`config.mk`:
```
export PLATFORM = sky130hd
export DESIGN_NAME = subword_alt_stage
export DESIGN_NICKNAME = d
export VERILOG_FILES = /design/src/include/subword_alt_pkg.sv /design/src/core/subword_alt_stage.sv
export SDC_FILE = /design/constraint.sdc
export NUM_CORES = 1
export LEC_CHECK = 0
export BUFFER_PORTS_ARGS = -buffer_cell sky130_fd_sc_hd__buf_2
export CAP_MARGIN = 20
export CORE_UTILIZATION = 35
export DETAILED_ROUTE_END_ITERATION = 16
export PLACE_DENSITY = 0.6
export SETUP_SLACK_MARGIN = 0.02
export SYNTH_ARGS = -nofsm -noshare
export SYNTH_HDL_FRONTEND = slang
export SYNTH_SLANG_ARGS = --single-unit
export TNS_END_PERCENT = 50
```
`constraint.sdc`:
```
create_clock -name clk -period 6.75 [get_ports clk]
set_clock_uncertainty 0.1 [all_clocks]
set_input_delay 0 -clock clk [delete_from_list [all_inputs] [get_ports clk]]
set_output_delay 0 -clock clk [all_outputs]
set_load 0.02 [all_outputs]
```
`src/include/subword_alt_pkg.sv`:
```
// Purpose: shared types and constants for the sub-word indirection and augment stage
// Assumes: opcodes arrive already classified by the fetch side
// Notes:   field positions are those of the operand values, not of the instruction word
package subword_alt_pkg;

	// ==========================================================
	// field positions of the operand values
	localparam int BASE_LSB      = 0;    // base register address in src
	localparam int BASE_W        = 9;    // register address width
	localparam int INDEX_LSB     = 9;    // signed auto-index in src
	localparam int INDEX_W       = 9;    // auto-index width
	localparam int AUG_LSB       = 9;    // augment bits start above the 9-bit field
	localparam int AUG_W         = 23;   // queued augment width
	localparam int BYTE_SEL_W    = 2;    // byte selector width
	localparam int NIB_SEL_W     = 3;    // nibble selector width
	localparam int WORD_SEL_W    = 1;    // word selector width
	localparam int BYTE_PTR_W    = 11;   // byte pointer width
	localparam int NIB_PTR_W     = 12;   // nibble pointer width
	localparam int WORD_PTR_W    = 10;   // word pointer width
	localparam int DATA_W        = 32;   // register width

	// ==========================================================
	// timing and reset values
	localparam int         ALT_CYCLES = 2;      // core cycles per indirection op
	localparam logic [8:0] ADDR_RST   = 9'h000; // register address after reset
	localparam logic [2:0] SEL_RST    = 3'h0;   // selector after reset

	// ==========================================================
	// classified operations
	typedef enum logic [2:0] {
		OP_OTHER,               // any instruction this stage does not act on
		OP_ALTER_BYTE,          // alter_byte_target
		OP_ALTER_NIBBLE,        // alter_nibble_target
		OP_ALTER_WORD,          // alter_word_target
		OP_EXTEND_DEST,         // extend_dest_literal
		OP_LOAD_Q               // load_pending_q or load_pending_q_alt
	} op_e;

	// sub-field kind seen by execute
	typedef enum logic [1:0] {FLD_NONE, FLD_BYTE, FLD_NIBBLE, FLD_WORD} field_e;

	// stage execution phase
	typedef enum logic {PH_ISSUE, PH_EXEC} phase_e;

	// instruction as handed over by fetch
	typedef struct packed {
		op_e         op;          // classified operation
		logic        singleForm;  // single-operand syntax
		logic        usesLitDest; // dest field is a literal
		logic [8:0]  destAddr;    // encoded dest register address
		logic [8:0]  destField;   // raw 9-bit dest field
		logic [31:0] destVal;     // value read from dest
		logic [31:0] srcVal;      // value of src (register or literal)
	} instr_s;

	// instruction as handed to execute
	typedef struct packed {
		logic [8:0]  regAddr;     // dest register address, possibly altered
		logic        altered;     // address and selector were substituted
		logic [2:0]  sel;         // sub-field selector
		field_e      kind;        // sub-field kind of the selector
		logic [4:0]  shift;       // bit offset of the sub-field
		logic [31:0] destLit;     // dest literal, possibly augmented
		logic        qValid;      // pending q accompanies this instruction
		logic [31:0] qVal;        // pending q value
	} exec_s;

	// pointer write-back to the register file
	typedef struct packed {
		logic        valid;       // one-cycle write strobe
		logic [8:0]  addr;        // dest register address
		logic [31:0] data;        // post-adjusted pointer
	} wb_s;

endpackage

```
`src/core/subword_alt_stage.sv`:
```
// Purpose: front-end stage that retargets the next instruction and augments literal dests
// Assumes: one core clock, fetch holds its request until accepted, q value given with load
// Notes:   all outputs registered; one cycle of latency from issue to execute
`timescale 1ns/1ps

module subword_alt_stage
	import subword_alt_pkg::*;
(
	// clock and reset
	input  wire logic   clk,
	input  wire logic   rst,
	// issue from fetch
	input  wire logic   issueValid,
	input  wire instr_s issueInstr,
	output logic        issueReady,
	// hand-over to execute
	output logic        execValid,
	output exec_s       execInstr,
	// pointer write-back
	output wb_s         wbOut,
	// interrupt shield
	output logic        irqBlock
);

	// ==========================================================
	// state
	typedef struct packed {
		phase_e      phase;       // issue or second exec cycle
		instr_s      cur;         // indirection op in execution
		logic        subValid;    // substitution pending for next instr
		logic [8:0]  subAddr;     // substituted register address
		logic [2:0]  subSel;      // substituted selector
		field_e      subKind;     // substituted field kind
		logic [4:0]  subShift;    // substituted bit offset
		logic        augValid;    // augment queue full
		logic [22:0] augVal;      // queued upper literal bits
		logic        qValid;      // pending q held
		logic [31:0] qVal;        // pending q value
		logic        ready;       // issue ready
		logic        execValid;   // execute strobe
		exec_s       exec;        // execute payload
		wb_s         wb;          // write-back payload
		logic        irqBlock;    // interrupt shield
	} st_s;

	st_s state_r;                 // registered state
	st_s state_nxt;               // next state

	// ==========================================================
	// target decode of the op in execution
	logic [8:0]  longIdx;         // long index taken from dest
	logic [2:0]  tgtSel;          // selector taken from dest
	logic [4:0]  tgtShift;        // bit offset of selected field
	field_e      tgtKind;         // field kind of the op
	logic [8:0]  tgtAddr;         // final register address
	logic [8:0]  autoIdx;         // signed index, zero in single form
	logic [31:0] ptrSum;          // post-adjusted pointer
	logic        take;            // request accepted this edge

	assign take = issueValid && state_r.ready;

	// field extraction per op kind
	always_comb begin
		longIdx  = 9'h000;
		tgtSel   = 3'h0;
		tgtShift = 5'h00;
		tgtKind  = FLD_NONE;
		case (state_r.cur.op)
			OP_ALTER_BYTE: begin
				longIdx  = state_r.cur.destVal[10:2];
				tgtSel   = {1'b0, state_r.cur.destVal[1:0]};
				tgtShift = {state_r.cur.destVal[1:0], 3'h0};
				tgtKind  = FLD_BYTE;
			end
			OP_ALTER_NIBBLE: begin
				longIdx  = state_r.cur.destVal[11:3];
				tgtSel   = state_r.cur.destVal[2:0];
				tgtShift = {state_r.cur.destVal[2:0], 2'h0};
				tgtKind  = FLD_NIBBLE;
			end
			OP_ALTER_WORD: begin
				longIdx  = state_r.cur.destVal[9:1];
				tgtSel   = {2'h0, state_r.cur.destVal[0]};
				tgtShift = {state_r.cur.destVal[0], 4'h0};
				tgtKind  = FLD_WORD;
			end
			default: begin
				// not an indirection op, decode unused
				longIdx  = 9'h000;
			end
		endcase
	end

	// address and pointer arithmetic
	always_comb begin
		// single form is absolute, no base
		if (state_r.cur.singleForm) begin
			tgtAddr = longIdx;
			autoIdx = 9'h000;
		end else begin
			// nine-bit sum wraps, which is the mask to the register space
			tgtAddr = state_r.cur.srcVal[BASE_LSB +: BASE_W] + longIdx;
			autoIdx = state_r.cur.srcVal[INDEX_LSB +: INDEX_W];
		end
		ptrSum = state_r.cur.destVal + {{23{autoIdx[8]}}, autoIdx};
	end

	// ==========================================================
	// next-state logic
	always_comb begin
		state_nxt           = state_r;
		state_nxt.execValid = 1'b0;
		state_nxt.wb.valid  = 1'b0;
		case (state_r.phase)
			PH_ISSUE: begin
				if (take) begin
					case (issueInstr.op)
						OP_ALTER_BYTE, OP_ALTER_NIBBLE, OP_ALTER_WORD: begin
							state_nxt.phase = PH_EXEC;
							state_nxt.cur   = issueInstr;
							state_nxt.ready = 1'b0;
							state_nxt.qValid = state_r.qValid;
						end
						OP_EXTEND_DEST: begin
							state_nxt.augValid = 1'b1;
							state_nxt.augVal   = issueInstr.srcVal[AUG_LSB +: AUG_W];
						end
						OP_LOAD_Q: begin
							// q held for the next consuming instruction
							state_nxt.qValid = 1'b1;
							state_nxt.qVal   = issueInstr.destVal;
						end
						default: begin
							// ordinary instruction goes to execute
							state_nxt.execValid      = 1'b1;
							state_nxt.exec.regAddr   = issueInstr.destAddr;
							state_nxt.exec.altered   = 1'b0;
							state_nxt.exec.sel       = SEL_RST;
							state_nxt.exec.kind      = FLD_NONE;
							state_nxt.exec.shift     = 5'h00;
							state_nxt.exec.destLit   = {23'h000000, issueInstr.destField};
							state_nxt.exec.qValid    = state_r.qValid;
							state_nxt.exec.qVal      = state_r.qVal;
							state_nxt.qValid         = 1'b0;
							if (state_r.subValid) begin
								state_nxt.exec.regAddr = state_r.subAddr;
								state_nxt.exec.altered = 1'b1;
								state_nxt.exec.sel     = state_r.subSel;
								state_nxt.exec.kind    = state_r.subKind;
								state_nxt.exec.shift   = state_r.subShift;
							end
							state_nxt.subValid = 1'b0;
							// augment the first literal dest user
							if (state_r.augValid && issueInstr.usesLitDest) begin
								state_nxt.exec.destLit = {state_r.augVal,
									issueInstr.destField};
								state_nxt.augValid = 1'b0;
							end
						end
					endcase
				end
			end
			PH_EXEC: begin
				state_nxt.phase    = PH_ISSUE;
				state_nxt.ready    = 1'b1;
				state_nxt.wb.valid = 1'b1;
				state_nxt.wb.addr  = state_r.cur.destAddr;
				state_nxt.wb.data  = ptrSum;
				state_nxt.subValid = 1'b1;
				state_nxt.subAddr  = tgtAddr;
				state_nxt.subSel   = tgtSel;
				state_nxt.subKind  = tgtKind;
				state_nxt.subShift = tgtShift;
			end
			default: begin
				state_nxt.phase = PH_ISSUE;
			end
		endcase
		state_nxt.irqBlock = (state_nxt.phase == PH_EXEC) || state_nxt.subValid
			|| state_nxt.augValid;
	end

	// state register
	always_ff @(posedge clk or posedge rst) begin
		if (rst) begin
			state_r <= '0;
			state_r.phase <= PH_ISSUE;
			state_r.ready <= 1'b1;
			state_r.exec.regAddr <= ADDR_RST;
		end else begin
			state_r <= state_nxt;
		end
	end

	// ==========================================================
	// outputs straight from the state flops
	assign issueReady = state_r.ready;
	assign execValid  = state_r.execValid;
	assign execInstr  = state_r.exec;
	assign wbOut      = state_r.wb;
	assign irqBlock   = state_r.irqBlock;

	// ==========================================================
	// checks
	logic   altTake;              // indirection op accepted
	logic   augTake;              // augment op accepted
	assign altTake = take && (issueInstr.op inside {OP_ALTER_BYTE, OP_ALTER_NIBBLE,
		OP_ALTER_WORD});
	assign augTake = take && (issueInstr.op == OP_EXTEND_DEST);

	property p_wb_two;
		@(posedge clk) disable iff (rst) altTake |=> !wbOut.valid ##1 wbOut.valid;
	endproperty
	a_wb_two: assert property (p_wb_two) else $error("write-back not two cycles after op");

	property p_wb_sum;
		@(posedge clk) disable iff (rst) altTake && issueInstr.singleForm
			|-> ##2 wbOut.data == $past(issueInstr.destVal, 2);
	endproperty
	a_wb_sum: assert property (p_wb_sum) else $error("single form index not zero");

	property p_ready_low;
		@(posedge clk) disable iff (rst) altTake |=> !issueReady ##1 issueReady;
	endproperty
	a_ready_low: assert property (p_ready_low) else $error("ready not dropped one cycle");

	property p_irq_alt;
		@(posedge clk) disable iff (rst) altTake |=> irqBlock [*2];
	endproperty
	a_irq_alt: assert property (p_irq_alt) else $error("interrupt not shielded");

	property p_irq_aug;
		@(posedge clk) disable iff (rst) augTake |=> irqBlock;
	endproperty
	a_irq_aug: assert property (p_irq_aug) else $error("augment did not shield");

	property p_aug_lit;
		@(posedge clk) disable iff (rst) take && state_r.augValid
			&& issueInstr.usesLitDest && issueInstr.op == OP_OTHER
			|=> execValid && execInstr.destLit[31:9] == $past(state_r.augVal);
	endproperty
	a_aug_lit: assert property (p_aug_lit) else $error("augment bits not applied");

	property p_aug_clear;
		@(posedge clk) disable iff (rst) take && state_r.augValid
			&& issueInstr.usesLitDest && issueInstr.op == OP_OTHER |=> !state_r.augValid;
	endproperty
	a_aug_clear: assert property (p_aug_clear) else $error("augment queue not cleared");

	property p_irq_hold;
		@(posedge clk) disable iff (rst) state_r.augValid |-> irqBlock;
	endproperty
	a_irq_hold: assert property (p_irq_hold) else $error("shield dropped before use");

	property p_sub_once;
		@(posedge clk) disable iff (rst) take && state_r.subValid && issueInstr.op == OP_OTHER
			|=> execInstr.altered ##0 !state_r.subValid;
	endproperty
	a_sub_once: assert property (p_sub_once) else $error("substitution not single use");

	property p_q_pass;
		@(posedge clk) disable iff (rst) altTake && state_r.qValid |=> state_r.qValid [*2];
	endproperty
	a_q_pass: assert property (p_q_pass) else $error("q lost across indirection");

	// alter ops stay inside this stage, execute never sees them
	property p_alt_no_exec;
		@(posedge clk) disable iff (rst) altTake |=> !execValid;
	endproperty
	a_alt_no_exec: assert property (p_alt_no_exec) else $error("alter op sent on");

	// adjusted pointer goes back to the op's own dest register
	property p_wb_addr;
		@(posedge clk) disable iff (rst) altTake
			|-> ##2 wbOut.addr == $past(issueInstr.destAddr, 2);
	endproperty
	a_wb_addr: assert property (p_wb_addr) else $error("write-back address wrong");

	// byte position is one of four, eight bits a step
	property p_byte_sel;
		@(posedge clk) disable iff (rst) execValid && execInstr.kind == FLD_BYTE
			|-> execInstr.sel[2] == 1'b0 && execInstr.shift == {execInstr.sel[1:0], 3'h0};
	endproperty
	a_byte_sel: assert property (p_byte_sel) else $error("byte position wrong");

	// nibble position counts upward, four bits a step
	property p_nib_shift;
		@(posedge clk) disable iff (rst) execValid && execInstr.kind == FLD_NIBBLE
			|-> execInstr.shift == {execInstr.sel, 2'h0};
	endproperty
	a_nib_shift: assert property (p_nib_shift) else $error("nibble position wrong");

	// word selector picks the low or the high half only
	property p_word_sel;
		@(posedge clk) disable iff (rst) execValid && execInstr.kind == FLD_WORD
			|-> execInstr.sel[2:1] == 2'h0 && execInstr.shift == {execInstr.sel[0], 4'h0};
	endproperty
	a_word_sel: assert property (p_word_sel) else $error("word half wrong");

	// an empty queue leaves the literal zero-extended
	property p_lit_plain;
		@(posedge clk) disable iff (rst) take && !state_r.augValid && issueInstr.op == OP_OTHER
			|=> execInstr.destLit[31:9] == 23'h0;
	endproperty
	a_lit_plain: assert property (p_lit_plain) else $error("stale augment applied");

	// nothing pending: the instruction keeps its own address
	property p_own_addr;
		@(posedge clk) disable iff (rst) take && !state_r.subValid && issueInstr.op == OP_OTHER
			|=> !execInstr.altered && execInstr.regAddr == $past(issueInstr.destAddr);
	endproperty
	a_own_addr: assert property (p_own_addr) else $error("address altered twice");

	c_alt_then_use: cover property (@(posedge clk) disable iff (rst)
		altTake ##2 (take && issueInstr.op == OP_OTHER) ##1 execInstr.altered);
	c_aug_use: cover property (@(posedge clk) disable iff (rst)
		augTake ##[1:4] (take && issueInstr.usesLitDest));
	c_q_pass: cover property (@(posedge clk) disable iff (rst)
		state_r.qValid && altTake ##3 execInstr.qValid);
	c_alt_single: cover property (@(posedge clk) disable iff (rst)
		altTake && issueInstr.singleForm ##2 wbOut.valid);

endmodule

```
==> results of run 1 <==
-- synth_stat cells, types with 2 or more instances --
| cell type | n |
|---|---|
| and2_1 | 3 |
| clkbuf_1 | 43 |
| a21oi_1 | 54 |
| a21boi_1 | 2 |
| nor2_1 | 42 |
| xor2_1 | 10 |
| nor2b_1 | 16 |
| o21a_1 | 2 |
| and3_1 | 4 |
| nand4_1 | 4 |
| buf_4 | 127 |
| a211oi_1 | 5 |
| o211ai_1 | 7 |
| inv_1 | 29 |
| mux2i_1 | 13 |
| o22ai_1 | 6 |
| a22oi_1 | 12 |
| o21bai_1 | 6 |
| ha_1 | 39 |
| or3_1 | 3 |
| buf_2 | 13 |
| o21ai_0 | 35 |
| o211a_1 | 2 |
| fa_1 | 2 |
| nand2b_1 | 3 |
| nand2_1 | 229 |
| mux2_2 | 162 |
| a21o_1 | 10 |
| o2111ai_1 | 4 |
| nand3_1 | 42 |
| dfrtp_1 | 266 |
| a2111o_1 | 2 |
| o21ai_1 | 2 |
| xnor2_1 | 20 |
| nand3b_1 | 2 |
| a311o_1 | 2 |
| nor3_1 | 8 |
| buf_1 | 7 |
-- path summary, 6_finish.rpt --
path | to | cells after the start | from | slack [ns]
worst max-delay path | state_r[205] | 14 | state_r[292] | 2.74
worst min-delay path | execInstr[72] | 4 | rst | 0.06
worst max register to register | state_r[205] | 14 | state_r[292] | 2.74
worst min register to register | execInstr[63] | 2 | execInstr[63] | 0.36
max in group asynchronous | state_r[294] | 5 | rst | 5.06
min in group clk | execInstr[37] | 4 | issueInstr[68] | 0.07
-- stage by stage --
stage / cell area (um2) / hold WS, ns / utilization [%]
2_1_floorplan: 13400 / 0.00544 / -
6_report: 15900 / 0.0575 / 42.2
5_1_grt: 15900 / 0.0711 / 42.2
3_3_place_gp: 14000 / 0.0912 / 37.2
3_5_place_dp: 14000 / 0.0988 / 37.2
4_1_cts: 15900 / 0.0214 / 42.2
-- registers in the layout (all words and copies together) (netlist names) --
signal	flops
execValid	1
state_r	139
execInstr	83
irqBlock	1
issueReady	1
wbOut	42
-- layer usage --
metal	GRT usage, %	up-vias	share of wire [%]
met2	28.1	214	47
met3	2.85	48	4.7
met1	22.8	4627	46
met4	4.34	0	1.9
met5	0	-	0
li1	-	4488	-
-- power groups by stage --
stage / logic (mW) / registers, mW / clock network [mW]
finish: 3.71 / 2.90 / 1.60
global route: 4.11 / 3.02 / 1.72
CTS: 3.73 / 2.91 / 1.67
detailed placement: 3.66 / 2.93 / 0
global placement: 3.60 / 2.90 / 0
floorplan: 3.29 / 2.69 / 0
-- critical path, stage by stage (launching register included) --
cell	delay, ns
dfrtp_1	0.66
nor2b_1	0.74
a22oi_1	0.20
nor2_1	0.18
ha_1	0.20
inv_1	0.05
fa_1	0.37
nor2b_1	0.17
o21ai_1	0.10
a21oi_1	0.19
o21ai_0	0.12
a21oi_1	0.20
nor3_1	0.08
or4_1	0.40
a31oi_1	0.16
-- area by class of cell --
| type | instances | share of cell area [%] |
|---|---|---|
| Clock buffer | 40 | 5.28 |
| Inverter | 29 | 0.708 |
| Multi-Input combinational cell | 778 | 34.0 |
| Sequential cell | 267 | 42.1 |
| Timing Repair Buffer | 319 | 13.2 |
| Clock inverter | 12 | 0.732 |
| Antenna cell | 2 | 0.0315 |
| Tap cell | 511 | 4.02 |
-- what timing repair did --
item                                   CTS  global route
endpoints found under the hold margin  182             0
hold buffers                            93             0
resized for setup                        0             0
-- cells by family after synthesis --
family / Yosys count / synth area share [%]
adders and majority gates: 41 / 3.95
muxes: 175 / 14.6
buffers and inverters: 219 / 9.83
other: 1 / 0.0280
xor gates and xnor gates: 30 / 1.96
DFF: 267 / 49.9
and+or+nand+nor: 366 / 11.7
AOI/OAI and AO/OA: 164 / 7.99
-- cell usage in the layout, fill, tap and decap left out, types with 6 or more instances in the layout --
cell           count
a21o_1            10
a21oi_1           54
a22oi_1           12
buf_2            217
buf_4              8
clkbuf_1           6
clkbuf_16         31
clkinv_2           8
dfrtp_1          265
dlygate4sd3_1     93
ha_1              39
inv_1             27
mux2_2           162
mux2i_1           13
nand2_1          229
nand3_1           42
nor2_1            42
nor2b_1           15
nor3_1             6
o211ai_1           7
o21ai_0           35
o21bai_1           6
o22ai_1            6
xnor2_1           20
xor2_1            10
==> flow_summary.toml, run 1 <==
[run_status]
status = "completed"

[finish]
multiInputGateArea_um2 = 5400
fillerInstances = 3701
area_growth_pct = 18.8
stdcell_count = 1958
layout.nets = 1557
drive_above_1_share_pct = 31.3
register_area_um2 = 6690

[sta]
min_period_ns = 4.01
timing.setup.tns_ns = 0
slew_headroom_pct = 35.3
hold_viol_final = 0
finalSetupViolations = 0
fin_crit_sh_pct = 59.4
drv_slew = 0
setup_slack_ns = 2.74
rsz0062_at_grt = "false"
worstMarginPinSlew_ns = 0.971
max_freq_mhz = 249

[critical_path]
start_kind = "flop"
critPathCaptureType = "flop"
crit_type = "flop to flop"
critical_path_arrival_ns = 4.39
cp_max_fo = 15
cp.required_ns = 7.12

[power]
cellLeakagePower_nw = 7.75
intPower_mw = 4.91
p_sw_mw = 3.30
pwr-share-clk_pct = 19.5
power_frac_seq_pct = 35.3
vdd.ir_drop.worst_mv = 0.238
cellPowerDensity_nw_per_um2 = 517
p_comb_share_pct = 45.2
power_mw = 8.21
sw_frac_of_total_pct = 40.2

[synth]
synth_flop_cell = "dfrtp_1"
synth_cell_types = 63
synth.avg_cell_area_um2 = 10.6
synth_top_cell_area_share_pct = 49.7
synthTopCellsByArea = "dfrtp_1 50%, mux2_2 14%, buf_4 7.1%"
synth_seq_area_share_pct = 49.9
yosysWarnings = 0
synth.ff_latch_count = 267
synth-edff-count = 0
synthArstFlopShare_pct = 100
syn_area_um2 = 13400
synth_area_leader_cell = "dfrtp_1"
synth_cells = 1263

[detailed_routing]
ant_nets = 0
wl_per_cell_um = 16.6
drt_wl_total_um = 32500
first_pass_iters = 5
viasPerCell = 4.79
first_iter_violations = 479
drc = 0
vias = 9377

[die]
start_util_pct = 35.5
io_pins = 220
die_area_um2 = 39000
core_area_um2 = 37700
dieHeight_um = 198
rows = 71
die_w_um = 198

[place]
port_buffers = 217
place_congestion = 0.846
dp.final_hpwl_um = 21700
dp_slack_ns = 2.86
place_inst = 1811

[clocking]
cts_inserted_buffers = 31
clk_latency_ns = 0.57
cts_tree = "built"
cts_setup_buffers = 0
cts.clk_slew.worst_paths_ns = 0.06
cts_root_buffer = "clkbuf_16"
htreeDepth = 1
cts_buffer_depth = 3
cts.sinks = 267

[global_route]
grt_pass1_vias = 9441
grtUsageTotal_pct = 16.9
grt_max_degree = 172
grt_overflow_total = 0
grt_pass1_wl_um = 52000
antenna_found_initial = 2

[run]
drv_cap = 0

[hold_path]
hold_class = "primary input to async pin"
No activity file was read; power rests on OpenSTA's default activity.
==> run 2: changes to the inputs <==
--- a/config.mk
+++ b/config.mk
@@ -9,7 +9,7 @@
 export CAP_MARGIN = 20
 export CORE_UTILIZATION = 35
 export DETAILED_ROUTE_END_ITERATION = 16
-export PLACE_DENSITY = 0.6
+export PLACE_DENSITY = 0.58
 export SETUP_SLACK_MARGIN = 0.02
 export SYNTH_ARGS = -nofsm -noshare
 export SYNTH_HDL_FRONTEND = slang
==> constraint.sdc (replaced) <==
create_clock -name clk -period 4.1 [get_ports clk]
set_clock_uncertainty 0.1 [all_clocks]
set_input_delay 0 -clock clk [delete_from_list [all_inputs] [get_ports clk]]
set_output_delay 0 -clock clk [all_outputs]
set_load 0.02 [all_outputs]
==> flow_summary.toml, run 2 (synthesized netlist as in run 1, its figures left out) <==
[run_status]
status = "completed"

[sta]
whs_ns = 0.115
drv_slew = 0
finalSetupViolations = 0
max_freq_mhz = 296
worstMarginPinSlew_ns = 1.09
rsz0062_at_grt = "false"
min_period_ns = 3.38
slew_headroom_pct = 27.1
fin_crit_sh_pct = 82.5
hold_viol_final = 0
timing.setup.tns_ns = 0

[die]
dieHeight_um = 198
core_area_um2 = 37700
start_util_pct = 35.5
io_pins = 220
die_area_um2 = 39000
rows = 71
die_w_um = 198

[detailed_routing]
drc = 0
wl_per_cell_um = 17.0
first_iter_violations = 376
viasPerCell = 4.74
ant_nets = 0
first_pass_iters = 5
vias = 9331
drt_wl_total_um = 33400

[finish]
layout_common_cells = "265 x dfrtp_1, 229 x nand2_1, 217 x buf_2"
area_growth_pct = 21.2
final_common_cell = "dfrtp_1"
fillerInstances = 3638
multiInputGateArea_um2 = 5400
register_area_um2 = 6690
largest-register = "state_r"
drive_above_1_share_pct = 31.9
layout.nets = 1566
largest_register_ff_count = 139
diodes = 0
post-route-util_pct = 43.0

[critical_path]
rrSetupSlack_ns = 0.72
timing.rr.end = "state_r[205]"
cp.required_ns = 4.43
critical_path_arrival_ns = 3.71
reg2reg_depth = 15
critPathBufInv = 2
crit_type = "flop to flop"
crit_chain = "nor2b_1 > buf_4 > a22oi_1 > nor2_1 > ha_1 > inv_1 > fa_1 > nor2b_1 > o21ai_1 > a21oi_1 > o21ai_0 > a21oi_1 > nor3_1 > or4_1 > a31oi_1"
slowest_stage = "or4_1"
critical_path.top_delay_family = "simple AND/OR/NAND/NOR gates"
cp_max_fo = 9
max_stage_delay_ns = 0.40
r2r_start = "state_r[291]"
start_kind = "flop"
critPathCaptureType = "flop"

[global_route]
grt_overflow_total = 0
grt_pass1_vias = 9365
grtUsageTotal_pct = 17.2
grt_pass1_wl_um = 52500
met2_usage_pct = 27.8
use_met1_pct = 23.6
gr-usage-met3_pct = 3.41
grt_max_degree = 94
antenna_found_initial = 0
gr-max-usage-layer = "met2"

[hold_path]
worstHoldEndpoint = "execInstr[38]"
hold_class = "primary input to flop"
hp-start = "issueInstr[69]"
hold-path-cell-count = 4

[clocking]
cts_inserted_buffers = 34
cts_resized = 0
cts_buffer_depth = 3
cts.sinks = 267
clk_latency_ns = 0.51
cts_root_buffer = "clkbuf_16"
cts_tree = "built"
cts.clk_slew.worst_paths_ns = 0.06
htreeDepth = 2

[run]
drv_cap = 0

[power]
pwr-share-clk_pct = 22.4
cellLeakagePower_nw = 7.90
power_frac_seq_pct = 33.3
p_sw_mw = 5.54
vdd.ir_drop.worst_mv = 0.421
p_comb_share_pct = 44.3
cellPowerDensity_nw_per_um2 = 870
intPower_mw = 8.57
sw_frac_of_total_pct = 39.3

[place]
port_buffers = 217
dp.final_hpwl_um = 22400
place_congestion = 0.818
==> run 2: cell types whose count changed in the layout (fill, tap and decap cells not counted), sizes merged <==
cell	before	now
buf	226	231
dlygate4sd3	93	94
inv	28	27
clkbuf	40	48
clkinv	9	6
diode	2	0
bufinv	2	4
clkinvlp	2	4
==> run 2: area by class of cell <==
cell class | count | share of cell area, %
clock buffers | 48 | 6.34
repair buffers | 325 | 13.4
clock inverters | 12 | 1.06
multi-input cells | 778 | 33.3
inverters | 29 | 0.702
well taps | 511 | 3.94
flip-flops and latches | 267 | 41.2
==> run 2: how the worst max path moves through the flow <==
stage	startpoint	depth (start not counted)	end
4_1_cts	state_r[291]	15	state_r[205]
6_report	state_r[291]	15	state_r[205]
5_1_grt	state_r[291]	15	state_r[205]
2_1_floorplan	rst	1	execInstr[0]
3_3_place_gp	state_r[290]	11	wbOut[29]
3_5_place_dp	state_r[291]	15	state_r[205]
==> run 2: repair_timing <==
action,4_1_cts,5_1_grt
endpoints found under the hold margin,404,0
hold buffers,94,0
setup buffers,0,0
==> run 2: power by group through the flow <==
stage | combinational, mW | sequential [mW] | clock (mW)
floorplan | 5.42 | 4.44 | 0
global placement | 6.09 | 4.72 | 0
detailed placement | 6.17 | 4.75 | 0
CTS | 6.30 | 4.71 | 3.26
global route | 6.92 | 4.87 | 3.36
finish | 6.25 | 4.69 | 3.16
==> run 2: worst min-delay path, delay by kind of cell <==
kind                   cells  cell delay [ns]
buffers and inverters      2             0.61
AND/OR/NAND/NOR            2             0.09
==> run 2: metrics by stage <==
step / total power, mW / cells / setup WS (ns) / cell area [um2]
2_1_floorplan: 9.85 / 1264 / 0.475 / 13400
3_3_place_gp: 10.8 / 1816 / 0.817 / 14100
3_5_place_dp: 10.9 / 1816 / 0.735 / 14100
4_1_cts: 14.3 / 1970 / 0.723 / 16200
5_1_grt: 15.1 / 1970 / 0.266 / 16200
6_report: 14.1 / 1970 / 0.719 / 16200
==> run 2: per-layer routing <==
metal  share of wire (%)  wire length [um]  up-vias
li1                    -                 -     4525
met1                  46             15500     4540
met2                  46             15500      218
met3                 5.4              1810       48
met4                 1.9               641        0
met5                   0                 0        -
==> run 3: changes to the inputs <==
==> constraint.sdc (replaced) <==
create_clock -name clk -period 3.45 [get_ports clk]
set_clock_uncertainty 0.1 [all_clocks]
set_input_delay 0 -clock clk [delete_from_list [all_inputs] [get_ports clk]]
set_output_delay 0 -clock clk [all_outputs]
set_load 0.02 [all_outputs]
==> flow_summary.toml, run 3 (synthesized netlist as in run 1, its figures left out) <==
[place]
port_buffers = 217
place_area_um2 = 14200
place_inst = 1824
place_congestion = 0.884
dp_slack_ns = 0.256
dp.final_hpwl_um = 22800

[die]
io_pins = 220
dieHeight_um = 198
die_w_um = 198
start_util_pct = 35.5
rows = 71
die_area_um2 = 39000
core_area_um2 = 37700

[sta]
drv_slew = 0
whs_ns = 0.0655
setup_slack_ns = 0.236
timing.setup.tns_ns = 0
worstMarginPinSlew_ns = 1.07
rsz0062_at_grt = "false"
slew_headroom_pct = 28.4
fin_crit_sh_pct = 93.2
hold_viol_final = 0
finalSetupViolations = 0
max_freq_mhz = 311
min_period_ns = 3.21

[detailed_routing]
wl_met1_um = 15200
topRoutingLayerUsed = "met4"
drc = 0
wl_per_cell_um = 16.8
wl_met3_um = 1700
ant_nets = 0
dr_wl_met2_um = 15600
viasPerCell = 4.77
first_pass_iters = 4
drt_wl_total_um = 33000
first_iter_violations = 311
vias = 9395

[critical_path]
critPathCaptureType = "flop"
r2r_start = "state_r[290]"
critical_path_arrival_ns = 3.56
crit_type = "flop to flop"
start_kind = "flop"
cp.required_ns = 3.80
reg2reg_depth = 11
rrSetupSlack_ns = 0.24
cp_max_fo = 24
timing.rr.end = "wbOut[29]"

[global_route]
grt_overflow_total = 0
grt_pass1_vias = 9423
grtUsageTotal_pct = 17.1
grt_pass1_wl_um = 52500
antenna_found_initial = 2
grt_max_degree = 93

[power]
cellLeakagePower_nw = 7.88
p_sw_mw = 6.55
sw_frac_of_total_pct = 39.7
pwr-share-clk_pct = 20.5
power_frac_seq_pct = 33.8
cellPowerDensity_nw_per_um2 = 1020
vdd.ir_drop.worst_mv = 0.485
power_mw = 16.5
p_comb_share_pct = 45.7
intPower_mw = 9.93

[finish]
area_growth_pct = 20.6
layout_common_cells = "265 x dfrtp_1, 229 x nand2_1, 217 x buf_2"
final_area_um2 = 16100
fillerInstances = 3671
post-route-util_pct = 42.9
layout.nets = 1568
final_common_cell = "dfrtp_1"
stdcell_count = 1971
largest_register_ff_count = 139
largest-register = "state_r"
drive_above_1_share_pct = 32.3

[run_status]
status = "completed"

[hold_path]
hold-path-cell-count = 4
hp-start = "issueInstr[67]"
worstHoldEndpoint = "execInstr[36]"
hold_class = "primary input to flop"

[clocking]
clk_latency_ns = 0.57
cts_tree = "built"
cts_buffer_depth = 3
cts.clk_slew.worst_paths_ns = 0.06
htreeDepth = 1
cts_root_buffer = "clkbuf_16"
cts_setup_buffers = 0
cts.sinks = 267
cts_inserted_buffers = 31

[run]
drv_cap = 0
## run 3: changes by cell type in the layout (fill, tap and decap cells not counted), moves of 2 or more
| cell | change |
|---|---|
| buf_4 | +5 |
| clkinv_2 | +3 |
| buf_12 | +3 |
| clkinvlp_4 | -2 |
| clkbuf_16 | -6 |
| diode_2 | +2 |
| dlygate4sd3_1 | -3 |
| clkbuf_1 | -2 |
## run 3: metal layers
layer / track usage (%) / vias up
li1: - / 4529
met1: 23.1 / 4606
met2: 28.1 / 223
met3: 3.02 / 37
met4: 4.34 / 0
met5: 0 / -
## run 3: how the worst max path moves through the flow
stage                 startpoint           end  slack (ns)  cells past startpoint
floorplan                    rst  execInstr[0]       -0.17                      1
global placement    state_r[292]  state_r[205]        0.26                     13
detailed placement  state_r[290]     wbOut[29]        0.26                     11
CTS                 state_r[292]  state_r[205]        0.23                     14
global route        state_r[240]  state_r[205]        0.04                     14
finish              state_r[290]     wbOut[29]        0.24                     11
## run 3: power by group through the flow
stage               clock, mW  combinational (mW)  sequential (mW)
floorplan                   0                6.44             5.27
global placement            0                7.30             5.58
detailed placement          0                7.42             5.64
CTS                      3.51                7.56             5.60
global route             3.63                8.30             5.80
finish                   3.38                7.52             5.57
## run 3: area by class of cell
type,count,area (um2),area share (%)
Sequential cell,267,6690,41.4
Clock inverter,14,180,1.12
Tap cell,511,639,3.96
Antenna cell,2,5.00,0.0310
Multi-Input combinational cell,778,5410,33.5
Inverter,29,114,0.705
Clock buffer,40,870,5.39
Timing Repair Buffer,330,2240,13.9
## run 3: critical path, stage by stage (launching register included)
cell,delay (ns)
dfrtp_1,0.50
nor2b_2,0.10
buf_12,0.17
ha_1,0.40
and4_1,0.26
o211a_1,0.19
a22oi_2,0.11
o311ai_4,0.39
a21oi_2,0.13
a311o_1,0.35
xnor2_1,0.12
mux2_2,0.25
## run 3: timing repair
item	in CTS	in global routing
endpoints found under the setup margin	0	1
resized for setup	0	3
endpoints found under the hold margin	168	0
hold buffers	91	0
